===== src/pkg/sic_pkg.sv =====
// Purpose: Shared constants and types for the six-source interrupt control block
// Assumes: Sources are numbered by their bit position in the enable register
// Notes: Register offsets are indices; the byte address is four times the index
package sic_pkg;

  // ---------------------------------------------------------------
  // Sizes
  // ---------------------------------------------------------------
  localparam int unsigned SIC_NSRC = 6;
  localparam int unsigned SIC_NLVL = 4;
  localparam int unsigned SIC_IDX_W = 8;

  typedef logic [SIC_NSRC-1:0] sic_vec_t;
  typedef logic [1:0] sic_level_t;
  typedef logic [2:0] sic_src_t;

  // ---------------------------------------------------------------
  // Register indices (byte address = index * 4)
  // ---------------------------------------------------------------
  localparam logic [SIC_IDX_W-1:0] SIC_IDX_ENABLE = 8'ha8;
  localparam logic [SIC_IDX_W-1:0] SIC_IDX_PRIO_HI = 8'hb7;
  localparam logic [SIC_IDX_W-1:0] SIC_IDX_PRIO_LO = 8'hb8;
  localparam logic [SIC_IDX_W-1:0] SIC_IDX_EVT_STATUS = 8'hc0;
  localparam logic [SIC_IDX_W-1:0] SIC_IDX_EVT_MASK = 8'hc1;
  localparam logic [SIC_IDX_W-1:0] SIC_IDX_VIEW = 8'hc2;

  // ---------------------------------------------------------------
  // Field positions
  // ---------------------------------------------------------------
  localparam int unsigned SIC_BIT_GATE = 7;
  localparam int unsigned SIC_BIT_TIMER2 = 5;
  localparam int unsigned SIC_BIT_SERIAL = 4;
  localparam int unsigned SIC_BIT_TIMER1 = 3;
  localparam int unsigned SIC_BIT_PIN1 = 2;
  localparam int unsigned SIC_BIT_TIMER0 = 1;
  localparam int unsigned SIC_BIT_PIN0 = 0;
  localparam int unsigned SIC_VIEW_SRC_LSB = 0;
  localparam int unsigned SIC_VIEW_LVL_LSB = 4;
  localparam int unsigned SIC_VIEW_VALID_BIT = 7;
  localparam int unsigned SIC_VIEW_SVC_LSB = 8;

  // ---------------------------------------------------------------
  // Reset values
  // ---------------------------------------------------------------
  localparam logic [7:0] SIC_RST_ENABLE = 8'h00;
  localparam logic [7:0] SIC_RST_PRIO = 8'h00;
  localparam sic_vec_t SIC_RST_VEC = 6'h00;
  localparam logic [SIC_NLVL-1:0] SIC_RST_SVC = 4'h0;

endpackage


===== src/pkg/sic_arb_if.sv =====
// Purpose: Carries gated requests and priority bits to the resolver and its choice back
// Assumes: Same clock on both sides; all signals combinational
// Notes: ctl is the register side, arb is the resolver
`timescale 1ns/10ps
`default_nettype none
interface sic_arb_if;
  import sic_pkg::*;
  sic_vec_t req;
  sic_vec_t prio_hi;
  sic_vec_t prio_lo;
  logic svc_any;
  sic_level_t svc_level;
  logic valid;
  sic_src_t src;
  sic_level_t level;

  modport ctl (output req, prio_hi, prio_lo, svc_any, svc_level, input valid, src, level);
  modport arb (input req, prio_hi, prio_lo, svc_any, svc_level, output valid, src, level);
endinterface
`default_nettype wire


===== src/hdl/sic_top.sv =====
// Purpose: Enable, priority and event logic for six interrupt sources, AHB-Lite registers
// Assumes: Source requests and core strobes come from logic on hclk
// Notes: Zero wait state slave; reserved bits are not stored and read as zero
//
// Function
// - With the global gate bit 7 clear no source passes; with it set each needs its enable.
// - Enable bit 5 lets the timer 2 request through.
// - Enable bit 4 lets the serial port request through.
// - Enable bit 3 lets the timer 1 request through.
// - Enable bit 2 lets the external pin 1 request through.
// - Enable bit 1 lets the timer 0 request through.
// - Enable bit 0 lets the external pin 0 request through.
// - Each source's priority comes from the high and low priority bits at its position.
// - Reserved bits carry no meaning and no logic depends on their read value.
// - The high and low bit pair gives levels 0 to 3, with 3 the highest.
// - Six sources over four levels, polled in order ext 0, timer 0, ext 1, timer 1, serial, timer 2.
`timescale 1ns/10ps
`default_nettype none
module sic_top (
  input wire logic hclk, // Core clock
  input wire logic hresetn, // Asynchronous reset, active low
  input wire logic hsel, // Slave select
  input wire logic [31:0] haddr, // Byte address
  input wire logic [1:0] htrans, // Transfer type
  input wire logic hwrite, // Write when high
  input wire logic [2:0] hsize, // Transfer size, word only
  input wire logic [31:0] hwdata, // Write data
  input wire logic hready, // Bus ready
  output logic [31:0] hrdata, // Read data
  output logic hreadyout, // Always ready
  output logic hresp, // Always OKAY
  input wire sic_pkg::sic_vec_t src_req, // Raw requests, bit order of the enable register
  input wire logic core_ack, // Pulse: core has vectored the presented request
  input wire logic core_ret, // Pulse: core leaves the current service routine
  output logic core_irq, // A request is presented to the core
  output sic_pkg::sic_src_t core_src, // Source number presented
  output sic_pkg::sic_level_t core_level, // Level presented
  output logic irq // Level interrupt from unmasked event bits
);
  import sic_pkg::*;

  // ---------------------------------------------------------------
  // Register state
  // ---------------------------------------------------------------
  logic gate_q;
  sic_vec_t src_en_q;
  sic_vec_t prio_hi_q;
  sic_vec_t prio_lo_q;
  sic_vec_t evt_status_q;
  sic_vec_t evt_status_d;
  sic_vec_t evt_mask_q;
  sic_vec_t gated_q;
  logic [SIC_NLVL-1:0] svc_q;
  logic [SIC_NLVL-1:0] svc_d;
  logic core_irq_q;
  sic_src_t core_src_q;
  sic_level_t core_level_q;

  // ---------------------------------------------------------------
  // AHB-Lite address phase capture
  // ---------------------------------------------------------------
  logic wr_pend_q;
  logic [31:0] addr_q;
  wire logic take = hsel && hready && htrans[1];
  wire logic in_range = (addr_q[31:SIC_IDX_W+2] == '0) && (addr_q[1:0] == 2'b00);
  wire logic [SIC_IDX_W-1:0] idx = addr_q[SIC_IDX_W+1:2];

  always_ff @(posedge hclk or negedge hresetn) begin
    if (!hresetn) begin
      wr_pend_q <= 1'b0;
      addr_q <= 32'h0000_0000;
    end else begin
      wr_pend_q <= take && hwrite;
      if (take) begin
        addr_q <= haddr;
      end
    end
  end

  // ---------------------------------------------------------------
  // Register decode
  // ---------------------------------------------------------------
  wire logic hit_en = in_range && (idx == SIC_IDX_ENABLE);
  wire logic hit_ph = in_range && (idx == SIC_IDX_PRIO_HI);
  wire logic hit_pl = in_range && (idx == SIC_IDX_PRIO_LO);
  wire logic hit_st = in_range && (idx == SIC_IDX_EVT_STATUS);
  wire logic hit_mk = in_range && (idx == SIC_IDX_EVT_MASK);
  wire logic wr_en = wr_pend_q && hit_en;
  wire logic wr_ph = wr_pend_q && hit_ph;
  wire logic wr_pl = wr_pend_q && hit_pl;
  wire logic wr_st = wr_pend_q && hit_st;
  wire logic wr_mk = wr_pend_q && hit_mk;

  // ---------------------------------------------------------------
  // Enable and priority registers
  // ---------------------------------------------------------------
  // Reserved positions are simply not stored: a one written there is dropped
  always_ff @(posedge hclk or negedge hresetn) begin
    if (!hresetn) begin
      gate_q <= SIC_RST_ENABLE[SIC_BIT_GATE];
      src_en_q <= SIC_RST_ENABLE[SIC_NSRC-1:0];
      prio_hi_q <= SIC_RST_PRIO[SIC_NSRC-1:0];
      prio_lo_q <= SIC_RST_PRIO[SIC_NSRC-1:0];
    end else begin
      if (wr_en) begin
        gate_q <= hwdata[SIC_BIT_GATE];
        src_en_q <= hwdata[SIC_NSRC-1:0];
      end
      if (wr_ph) begin
        prio_hi_q <= hwdata[SIC_NSRC-1:0];
      end
      if (wr_pl) begin
        prio_lo_q <= hwdata[SIC_NSRC-1:0];
      end
    end
  end

  // ---------------------------------------------------------------
  // Named enable and priority fields
  // ---------------------------------------------------------------
  wire logic global_irq_gate = gate_q;
  wire logic timer2_irq_en = src_en_q[SIC_BIT_TIMER2];
  wire logic serial_irq_en = src_en_q[SIC_BIT_SERIAL];
  wire logic timer1_irq_en = src_en_q[SIC_BIT_TIMER1];
  wire logic pin_irq1_en = src_en_q[SIC_BIT_PIN1];
  wire logic timer0_irq_en = src_en_q[SIC_BIT_TIMER0];
  wire logic pin_irq0_en = src_en_q[SIC_BIT_PIN0];

  wire logic timer2_prio_hi = prio_hi_q[SIC_BIT_TIMER2];
  wire logic serial_prio_hi = prio_hi_q[SIC_BIT_SERIAL];
  wire logic timer1_prio_hi = prio_hi_q[SIC_BIT_TIMER1];
  wire logic pin_irq1_prio_hi = prio_hi_q[SIC_BIT_PIN1];
  wire logic timer0_prio_hi = prio_hi_q[SIC_BIT_TIMER0];
  wire logic pin_irq0_prio_hi = prio_hi_q[SIC_BIT_PIN0];
  wire logic timer2_prio_lo = prio_lo_q[SIC_BIT_TIMER2];
  wire logic serial_prio_lo = prio_lo_q[SIC_BIT_SERIAL];
  wire logic timer1_prio_lo = prio_lo_q[SIC_BIT_TIMER1];
  wire logic pin_irq1_prio_lo = prio_lo_q[SIC_BIT_PIN1];
  wire logic timer0_prio_lo = prio_lo_q[SIC_BIT_TIMER0];
  wire logic pin_irq0_prio_lo = prio_lo_q[SIC_BIT_PIN0];

  // ---------------------------------------------------------------
  // Request gating
  // ---------------------------------------------------------------
  sic_vec_t gated;
  assign gated[SIC_BIT_PIN0] = global_irq_gate && pin_irq0_en
                               && src_req[SIC_BIT_PIN0];
  assign gated[SIC_BIT_TIMER0] = global_irq_gate && timer0_irq_en
                                 && src_req[SIC_BIT_TIMER0];
  assign gated[SIC_BIT_PIN1] = global_irq_gate && pin_irq1_en
                               && src_req[SIC_BIT_PIN1];
  assign gated[SIC_BIT_TIMER1] = global_irq_gate && timer1_irq_en
                                 && src_req[SIC_BIT_TIMER1];
  assign gated[SIC_BIT_SERIAL] = global_irq_gate && serial_irq_en
                                 && src_req[SIC_BIT_SERIAL];
  assign gated[SIC_BIT_TIMER2] = global_irq_gate && timer2_irq_en
                                 && src_req[SIC_BIT_TIMER2];

  // ---------------------------------------------------------------
  // In-service levels
  // ---------------------------------------------------------------
  // Highest level currently in service; lower and equal requests wait behind it
  logic svc_any;
  sic_level_t svc_level;
  always_comb begin
    svc_any = 1'b0;
    svc_level = '0;
    for (int l = 0; l < SIC_NLVL; l++) begin
      if (svc_q[l]) begin
        svc_any = 1'b1;
        svc_level = sic_level_t'(l);
      end
    end
  end

  always_comb begin
    svc_d = svc_q;
    if (core_ret && svc_any) begin
      svc_d[svc_level] = 1'b0;
    end
    // An acknowledge in the same cycle as a return still enters service
    if (core_ack && core_irq_q) begin
      svc_d[core_level_q] = 1'b1;
    end
  end

  // ---------------------------------------------------------------
  // Resolver
  // ---------------------------------------------------------------
  sic_arb_if arb_bus ();
  assign arb_bus.req = gated;
  assign arb_bus.prio_hi = {timer2_prio_hi, serial_prio_hi, timer1_prio_hi,
                            pin_irq1_prio_hi, timer0_prio_hi, pin_irq0_prio_hi};
  assign arb_bus.prio_lo = {timer2_prio_lo, serial_prio_lo, timer1_prio_lo,
                            pin_irq1_prio_lo, timer0_prio_lo, pin_irq0_prio_lo};
  assign arb_bus.svc_any = svc_any;
  assign arb_bus.svc_level = svc_level;

  sic_resolver u_resolver (
    .arb(arb_bus.arb)
  );

  // ---------------------------------------------------------------
  // Core side and service tracking
  // ---------------------------------------------------------------
  // Presented request is held off for the cycle after an acknowledge so the
  // core never sees the same request twice before service is recorded
  always_ff @(posedge hclk or negedge hresetn) begin
    if (!hresetn) begin
      svc_q <= SIC_RST_SVC;
      core_irq_q <= 1'b0;
      core_src_q <= '0;
      core_level_q <= '0;
    end else begin
      svc_q <= svc_d;
      core_irq_q <= arb_bus.valid && !(core_ack && core_irq_q);
      core_src_q <= arb_bus.src;
      core_level_q <= arb_bus.level;
    end
  end

  assign core_irq = core_irq_q;
  assign core_src = core_src_q;
  assign core_level = core_level_q;

  // ---------------------------------------------------------------
  // Event status, mask and interrupt
  // ---------------------------------------------------------------
  // A new gated request sets its event bit; set beats a clear in the same cycle
  wire sic_vec_t evt_rise = gated & ~gated_q;
  assign evt_status_d = (evt_status_q & ~(wr_st ? hwdata[SIC_NSRC-1:0] : SIC_RST_VEC)) | evt_rise;

  always_ff @(posedge hclk or negedge hresetn) begin
    if (!hresetn) begin
      gated_q <= SIC_RST_VEC;
      evt_status_q <= SIC_RST_VEC;
      evt_mask_q <= SIC_RST_VEC;
    end else begin
      gated_q <= gated;
      evt_status_q <= evt_status_d;
      if (wr_mk) begin
        evt_mask_q <= hwdata[SIC_NSRC-1:0];
      end
    end
  end

  assign irq = |(evt_status_q & evt_mask_q);

  // ---------------------------------------------------------------
  // Read data
  // ---------------------------------------------------------------
  // Reserved bits read as zero; software must not rely on that value
  wire logic [31:0] rd_en = {24'h00_0000, gate_q, 1'b0, src_en_q};
  wire logic [31:0] rd_ph = {26'h000_0000, prio_hi_q};
  wire logic [31:0] rd_pl = {26'h000_0000, prio_lo_q};
  wire logic [31:0] rd_st = {26'h000_0000, evt_status_q};
  wire logic [31:0] rd_mk = {26'h000_0000, evt_mask_q};
  wire logic [31:0] rd_vw = {20'h0_0000, svc_q, core_irq_q, 1'b0, core_level_q,
                             1'b0, core_src_q};
  // Read decode works on the address phase so that hrdata comes from a flop;
  // a write landing in that same cycle is not yet visible to the read
  wire logic rd_take = take && !hwrite;
  wire logic rd_ok = (haddr[31:SIC_IDX_W+2] == '0) && (haddr[1:0] == 2'b00);
  wire logic [SIC_IDX_W-1:0] rd_idx = haddr[SIC_IDX_W+1:2];
  wire logic [31:0] rd_mux = !rd_ok ? 32'h0000_0000 :
                             (rd_idx == SIC_IDX_ENABLE) ? rd_en :
                             (rd_idx == SIC_IDX_PRIO_HI) ? rd_ph :
                             (rd_idx == SIC_IDX_PRIO_LO) ? rd_pl :
                             (rd_idx == SIC_IDX_EVT_STATUS) ? rd_st :
                             (rd_idx == SIC_IDX_EVT_MASK) ? rd_mk :
                             (rd_idx == SIC_IDX_VIEW) ? rd_vw : 32'h0000_0000;
  logic [31:0] hrdata_q;

  always_ff @(posedge hclk or negedge hresetn) begin
    if (!hresetn) begin
      hrdata_q <= 32'h0000_0000;
    end else begin
      hrdata_q <= rd_take ? rd_mux : 32'h0000_0000;
    end
  end

  assign hrdata = hrdata_q;
  assign hreadyout = 1'b1;
  assign hresp = 1'b0;

  // hsize is not decoded: only whole-word transfers are supported
  wire logic unused_size = ^hsize;

endmodule
`default_nettype wire


===== src/hdl/sic_resolver.sv =====
// Purpose: Picks the pending request of highest level, ties by fixed polling order
// Assumes: Requests are already gated by the enable register
// Notes: Purely combinational; the caller registers the result
`timescale 1ns/10ps
`default_nettype none
module sic_resolver (
  sic_arb_if.arb arb // Request in, choice out
);
  import sic_pkg::*;

  sic_level_t lvl [SIC_NSRC];
  sic_vec_t eligible;

  // ---------------------------------------------------------------
  // Per-source level and eligibility
  // ---------------------------------------------------------------
  for (genvar i = 0; i < SIC_NSRC; i++) begin : g_src
    assign lvl[i] = {arb.prio_hi[i], arb.prio_lo[i]};
    // A request only preempts when strictly above the level in service
    assign eligible[i] = arb.req[i] && (!arb.svc_any || (lvl[i] > arb.svc_level));
  end

  // ---------------------------------------------------------------
  // Selection
  // ---------------------------------------------------------------
  always_comb begin
    arb.valid = 1'b0;
    arb.src = '0;
    arb.level = '0;
    // Walk from last to first so that an equal level found later (lower index) wins
    for (int i = SIC_NSRC - 1; i >= 0; i--) begin
      if (eligible[i] && (!arb.valid || (lvl[i] >= arb.level))) begin
        arb.valid = 1'b1;
        arb.src = sic_src_t'(i);
        arb.level = lvl[i];
      end
    end
  end

endmodule
`default_nettype wire


===== config.mk =====
export PLATFORM = sky130hd
export DESIGN_NAME = sic_top
export DESIGN_NICKNAME = d
export VERILOG_FILES = /design/src/pkg/sic_pkg.sv /design/src/pkg/sic_arb_if.sv /design/src/hdl/sic_top.sv /design/src/hdl/sic_resolver.sv
export SDC_FILE = /design/constraint.sdc
export NUM_CORES = 1
export LEC_CHECK = 0
export BUFFER_PORTS_ARGS = -buffer_cell sky130_fd_sc_hd__buf_2
export CAP_MARGIN = 5
export CORE_UTILIZATION = 54
export CTS_CLUSTER_DIAMETER = 150
export DETAILED_ROUTE_END_ITERATION = 8
export GPL_TIMING_DRIVEN = 0
export PLACE_DENSITY = 0.84
export SKIP_LAST_GASP = 1
export SLEW_MARGIN = 20
export SYNTH_ARGS = -nofsm -noshare
export SYNTH_HDL_FRONTEND = slang
export SYNTH_SLANG_ARGS = --single-unit

===== constraint.sdc =====
create_clock -name hclk -period 8 [get_ports hclk]
set_input_delay 1.6 -clock hclk [delete_from_list [all_inputs] [get_ports hclk]]
set_output_delay 1.6 -clock hclk [all_outputs]
set_load 0.01 [all_outputs]

Word-level counts from Yosys, hierarchy flattened --
Index checks and enable logic that the tools add are counted.
Word-level totals: flip-flop bits (word level) 92, logic and storage cells 157, bits of input ports 82, output and inout bits 41
Operators by class: mux-type cells 40, reduce and logical (&&, ||, !) cells 68, equal/unequal tests 11, bitwise gates (word level) 9, order comparisons 15
Operators by type and width (number):
- $mux 12 | 8
- $eq 8x8->1 const B | 11
- $logic_and 1x1->1 | 44
- $logic_not 22->1 | 2
- $and 6x6->6 | 3
- $mux 3 | 6
- $mux 2 | 8
- $mux 1 | 13
- $gt 2x2->1 | 6
- $not 6->6 | 2
- $logic_or 1x1->1 | 11
- $ge 2x2->1 | 5
- $logic_not 1->1 | 8
- $mux 4 | 2
- $lt 2x3->1 const B | 2
- $mux 6 | 1
- $or 6x6->6 | 1
- $reduce_or 6->1 | 1
- $and 4x4->4 | 1
- $demux 1 s2 | 2
- $ge 2x1->1 const B | 2
- $logic_not 2->1 | 2
- $not 4->4 | 1
- $or 4x4->4 | 1

Depth between registers and ports, before layout --
depth in word-level cells 29, gate-level depth with buffers 37, gate-level depth less buffers 37

Cells and area by module --
From an unflattened synthesis, not the netlist that was laid out.
Unflattened totals: cells, all modules 441, area, all modules 4894.7 µm²
By module, submodules not included:
- sic_top | sequential area each 2277.2 µm², area each 4045.1 µm², instances 1, cells each 331
- sic_resolver | sequential area each 0.0 µm², area each 849.6 µm², instances 1, cells each 110

Least setup slack after synthesis --
Ideal clock, no wire load.
kind input to register, start point in src_req[5], end point reg core_level_q[1] (netlist: core_level[1]), path buffers 1, required time 7870 ps, setup slack 544 ps, arrival 7326 ps, cell stages on the path 33, library setup time 130 ps, cells stage by stage and3_4 clkbuf_8 o211ai_1 inv_1 ha_1 nand2b_1 a21oi_1 a211oi_1 o32ai_2 ha_1 nand2b_1 a21oi_1 o211a_1 or4_4 o21a_1 ha_1 nand2b_1 a21oi_1 o31a_2 o221ai_2 o21ai_0 ha_1 nand2b_1 a21oi_1 o41ai_4 nand2_1 mux2_4 ha_1 a21oi_1 nor2_1 or4b_1 o21ai_0 a21oi_1
Between the ends: cells in the longest elaborated chain, start to end 23, elaborated cells on any way between the ends 33, classes of those cells 5 x order compare; 11 x mux; 17 x reduce/logical
RTL lines:
- from (decl) | RTL line sic_top.sv:32 | input wire sic_pkg::sic_vec_t src_req,
- $logic_and 1x1->1 * | RTL line sic_top.sv:157 | && src_req[SIC_BIT_TIMER2];
- named net arb_bus.req[5] | RTL line sic_arb_if.sv:8 | sic_vec_t req;
- $logic_and 1x1->1 * | RTL line sic_resolver.sv:20 | assign eligible[i] = arb.req[i] && (!arb.svc_any || (lvl[i] > arb.svc_level));
- $mux 2 / $mux 1 (equally long branches) | RTL line sic_resolver.sv:32 | if (eligible[i] && (!arb.valid || (lvl[i] >= arb.level))) begin
- $ge 2x2->1 / $logic_not 1->1 (equally long branches) | RTL line sic_resolver.sv:32
- $logic_or 1x1->1 | RTL line sic_resolver.sv:32
- $logic_and 1x1->1 | RTL line sic_resolver.sv:32
- $mux 2 / $mux 1 (equally long branches) | RTL line sic_resolver.sv:32
- [9 not listed]
- $logic_or 1x1->1 | RTL line sic_resolver.sv:32
- $logic_and 1x1->1 | RTL line sic_resolver.sv:32
- $mux 2 / $mux 1 (equally long branches) | RTL line sic_resolver.sv:32
- $ge 2x2->1 / $logic_not 1->1 (equally long branches) | RTL line sic_resolver.sv:32
- $logic_or 1x1->1 | RTL line sic_resolver.sv:32
- $logic_and 1x1->1 | RTL line sic_resolver.sv:32
- $mux 2 * | RTL line sic_resolver.sv:32
- named net arb_bus.level[1] | RTL line sic_arb_if.sv:15 | sic_level_t level;
- to (signal assigned) | RTL line sic_top.sv:218 | core_level_q <= arb_bus.level;
- to (decl) | RTL line sic_top.sv:57 | sic_level_t core_level_q;
Mark *: on every way through the listed nets, which the timed path passes. The rest lies on a longest branch. A chain may end at the register's enable or synchronous reset.

Worst setup path after layout --
Same ends and word-level chain as after synthesis.

==> results.toml <==
[sta]
fin_crit_sh_pct = 95.2
fmax_mhz = 131
period_needed_ns = 7.62
slew_violations = 0
setup_ws_ns = 0.384
worst_slew_pin_slew_ns = 1.06
hold_viol_final = 0
relSlewSlack_pct = 28.8
setup_viol = 0
skew_ns = 0.0136
setup_tns_ns = 0
grt_setup_unrepaired = "no"

[grt]
grt_pass1_wl_um = 19000
antenna_found_initial = 0
grt_pass1_vias = 3877
grt_max_degree = 58
overflow = 0
grt_usage_pct = 25.6

[detailed_routing]
drc = 0
routed_via_density = 5.84
wire_per_inst_um = 17.6
routed_wl_um = 11500
drt_iter0_drc = 269
dr.pass1.iters = 5
postRouteAntennaNets = 0
vias = 3826

[floorplanning]
die_y_um = 97.1
chipWidth_um = 97.1
rows = 34
ios = 123
initial_core_util_pct = 56.0
core_sq_mm = 0.00872
die_area_sq_mm = 0.00944

[synth]
synthCells = 439
synth.avg_cell_area_sq_um = 11.1
synth_flop_cell = "dfrtp_1"
seq_area_frac_synth_pct = 46.6
synth_area_leaders = "dfrtp_1 47%, mux2_2 11%, ha_1 5.6%"
synth-edff-count = 0
yosysWarningCount = 0
synth.distinct_cells = 66
synth_area_sq_mm = 0.00489
yosys.area.top_type = "dfrtp_1"
synth_seq_cells = 91
synth_top_area_share_pct = 46.6
async_reset_ff_share_pct = 100

[power]
p_leak_nw = 2.81
ir_drop_v = 0.0000760
finalPower_mw = 0.913
powerDensity_mw_per_mm2 = 160

[critical_path]
criticalPathCategory = "in2reg"
crit_path_end_kind = "flop"
worst_ep_required_time_ns = 8.26
critPathSlowestCell = "or4b_1"
cpPeakStageDelay_ns = 0.50
critPathTopFamily = "compound AO/OA/AOI/OAI gates"
worstPathMaxFanout = 8
worst_setup_path_start_kind = "input pin"
path_buf_inv = 3
arrival_ns = 7.88

[clock_tree]
tritoncts = "done"
path_clk_slew_ns = 0.10
cts.sinks = 91
cts_made_buffers = 9
cts-root-buf = "clkbuf_8"
cts.htree.levels = 3
clk-insertion-delay-late_ns = 0.38
ctsLongestPathBuffers = 2

[placed_design]
dp_hpwl_um = 8780
port-buffer-count = 70
placed_area_sq_mm = 0.00549
pre_cts_ws_ns = -0.0345
place_congestion = 0.889

[run]
maxCapViolCount = 0

[final_layout]
drive_gt1_share_pct = 34.7
fin_area_sq_mm = 0.00570
areaGrowthSynthToFinish_pct = 16.6
antenna_cells = 0
finish.net_count = 646

[outcome]
status = "completed"

[min_path]
hp-class = "reg2reg"
-- timing repair --
action | CTS | global route
resized for setup | 0 | 5
hold buffers | 0 | 0
setup buffers | 0 | 0
setup endpoints to repair | 0 | 5
-- sequential cells by signal, indices dropped and copies added (netlist names), 2 cells and up --
signal / cells
addr_q: 32
hrdata: 11
arb_bus.prio_hi: 6
arb_bus.prio_lo: 6
evt_mask_q: 6
evt_status_q: 6
gated_q: 6
src_en_q: 6
svc_q: 4
core_src: 3
core_level: 2
-- per-layer routing --
| metal | global-route usage [%] | wire [um] |
|---|---|---|
| met4 | 7.12 | 227 |
| met1 | 34.3 | 4810 |
| met2 | 42.1 | 5630 |
| met3 | 5.40 | 864 |
| met5 | 0 | 0 |
-- cell usage after synthesis, types with 7 or more instances --
master,n
nor2b_1,10
nand2_1,34
clkbuf_1,7
buf_4,23
a21oi_1,16
nor4_1,13
mux2_2,49
nor2_1,12
ha_1,22
nand3_1,8
dfrtp_1,91
inv_1,23
o21ai_0,28
nand2b_1,7
mux2i_1,7
-- cell usage in the layout (no fill, tap or decap), types with 3 or more instances in the layout --
master,synthesis,layout
conb_1,2,23
nand2b_1,7,7
clkbuf_1,7,7
nor3_1,3,3
inv_6,0,3
a21oi_1,16,14
nor2_1,12,12
a21o_1,3,3
o21ai_0,28,28
and2_1,5,5
and3_1,5,5
clkbuf_8,1,10
nand2_1,34,34
a22oi_1,3,3
nor4_1,13,12
a21oi_2,1,3
or4b_1,3,3
a222oi_1,5,5
nand4_1,3,3
a22o_1,3,3
mux2i_1,7,6
mux2_2,49,49
dfrtp_1,91,91
ha_1,22,22
buf_2,1,70
o2bb2ai_1,5,5
nor2b_1,10,10
nand3_1,8,8
buf_4,23,24
inv_1,23,23
-- report_power, final --
group          internal, mW  switching [mW]  leakage, nW
clock                 0.121           0.185       0.0947
sequential            0.492          0.0213         1.15
combinational        0.0494          0.0436         1.57
total                 0.662           0.250         2.81
-- per-stage QoR --
stage,cells,utilization (%),hold WS (ns)
floorplan,460,-,0.393
global placement,638,62.5,0.396
detailed placement,639,62.9,0.403
CTS,655,65.1,0.418
global route,655,65.4,0.420
finish,655,65.4,0.409
-- final timing paths --
| path | from | endpoint | slack, ns | depth (start not counted) |
|---|---|---|---|---|
| max | src_req[5] | core_level[1]$_DFF_PN0_ | 0.38 | 34 |
| min | gated_q[1]$_DFF_PN0_ | evt_status_q[1]$_DFF_PN0_ | 0.41 | 1 |
| max reg2reg | svc_q[3]$_DFF_PN0_ | core_level[1]$_DFF_PN0_ | 0.48 | 35 |
| min reg2reg | gated_q[1]$_DFF_PN0_ | evt_status_q[1]$_DFF_PN0_ | 0.41 | 1 |
| max in group asynchronous | hresetn | svc_q[1]$_DFF_PN0_ | 6.19 | 2 |
| min in group asynchronous | hresetn | evt_mask_q[3]$_DFFE_PN0P_ | 1.18 | 1 |
-- final cells by class --
type                    instances  area [sq um]
flip-flops and latches         91          2280
repair buffers                 71           380
inverters                      23          86.3
clock inverters                 7          65.1
fillers                       676          3020
clock buffers                   9           124
multi-input cells             314          2410
plain buffers                  32           218
well taps                     108           135
-- logic make-up (layout without fill, tap and decap cells) --
logic type               Yosys count  after routing  share of synthesized area (%)
other                              2             23                          0.154
adder cells (fa/ha/maj)           22             22                           5.63
AND/OR/NAND/NOR                  119            119                           14.2
AO/OA/AOI/OAI                     91             91                           13.6
multiplexers                      59             59                           13.6
flip-flops                        91             91                           46.6
buffers and inverters             55            142                           6.22
Power figures use the tool's default switching activity.
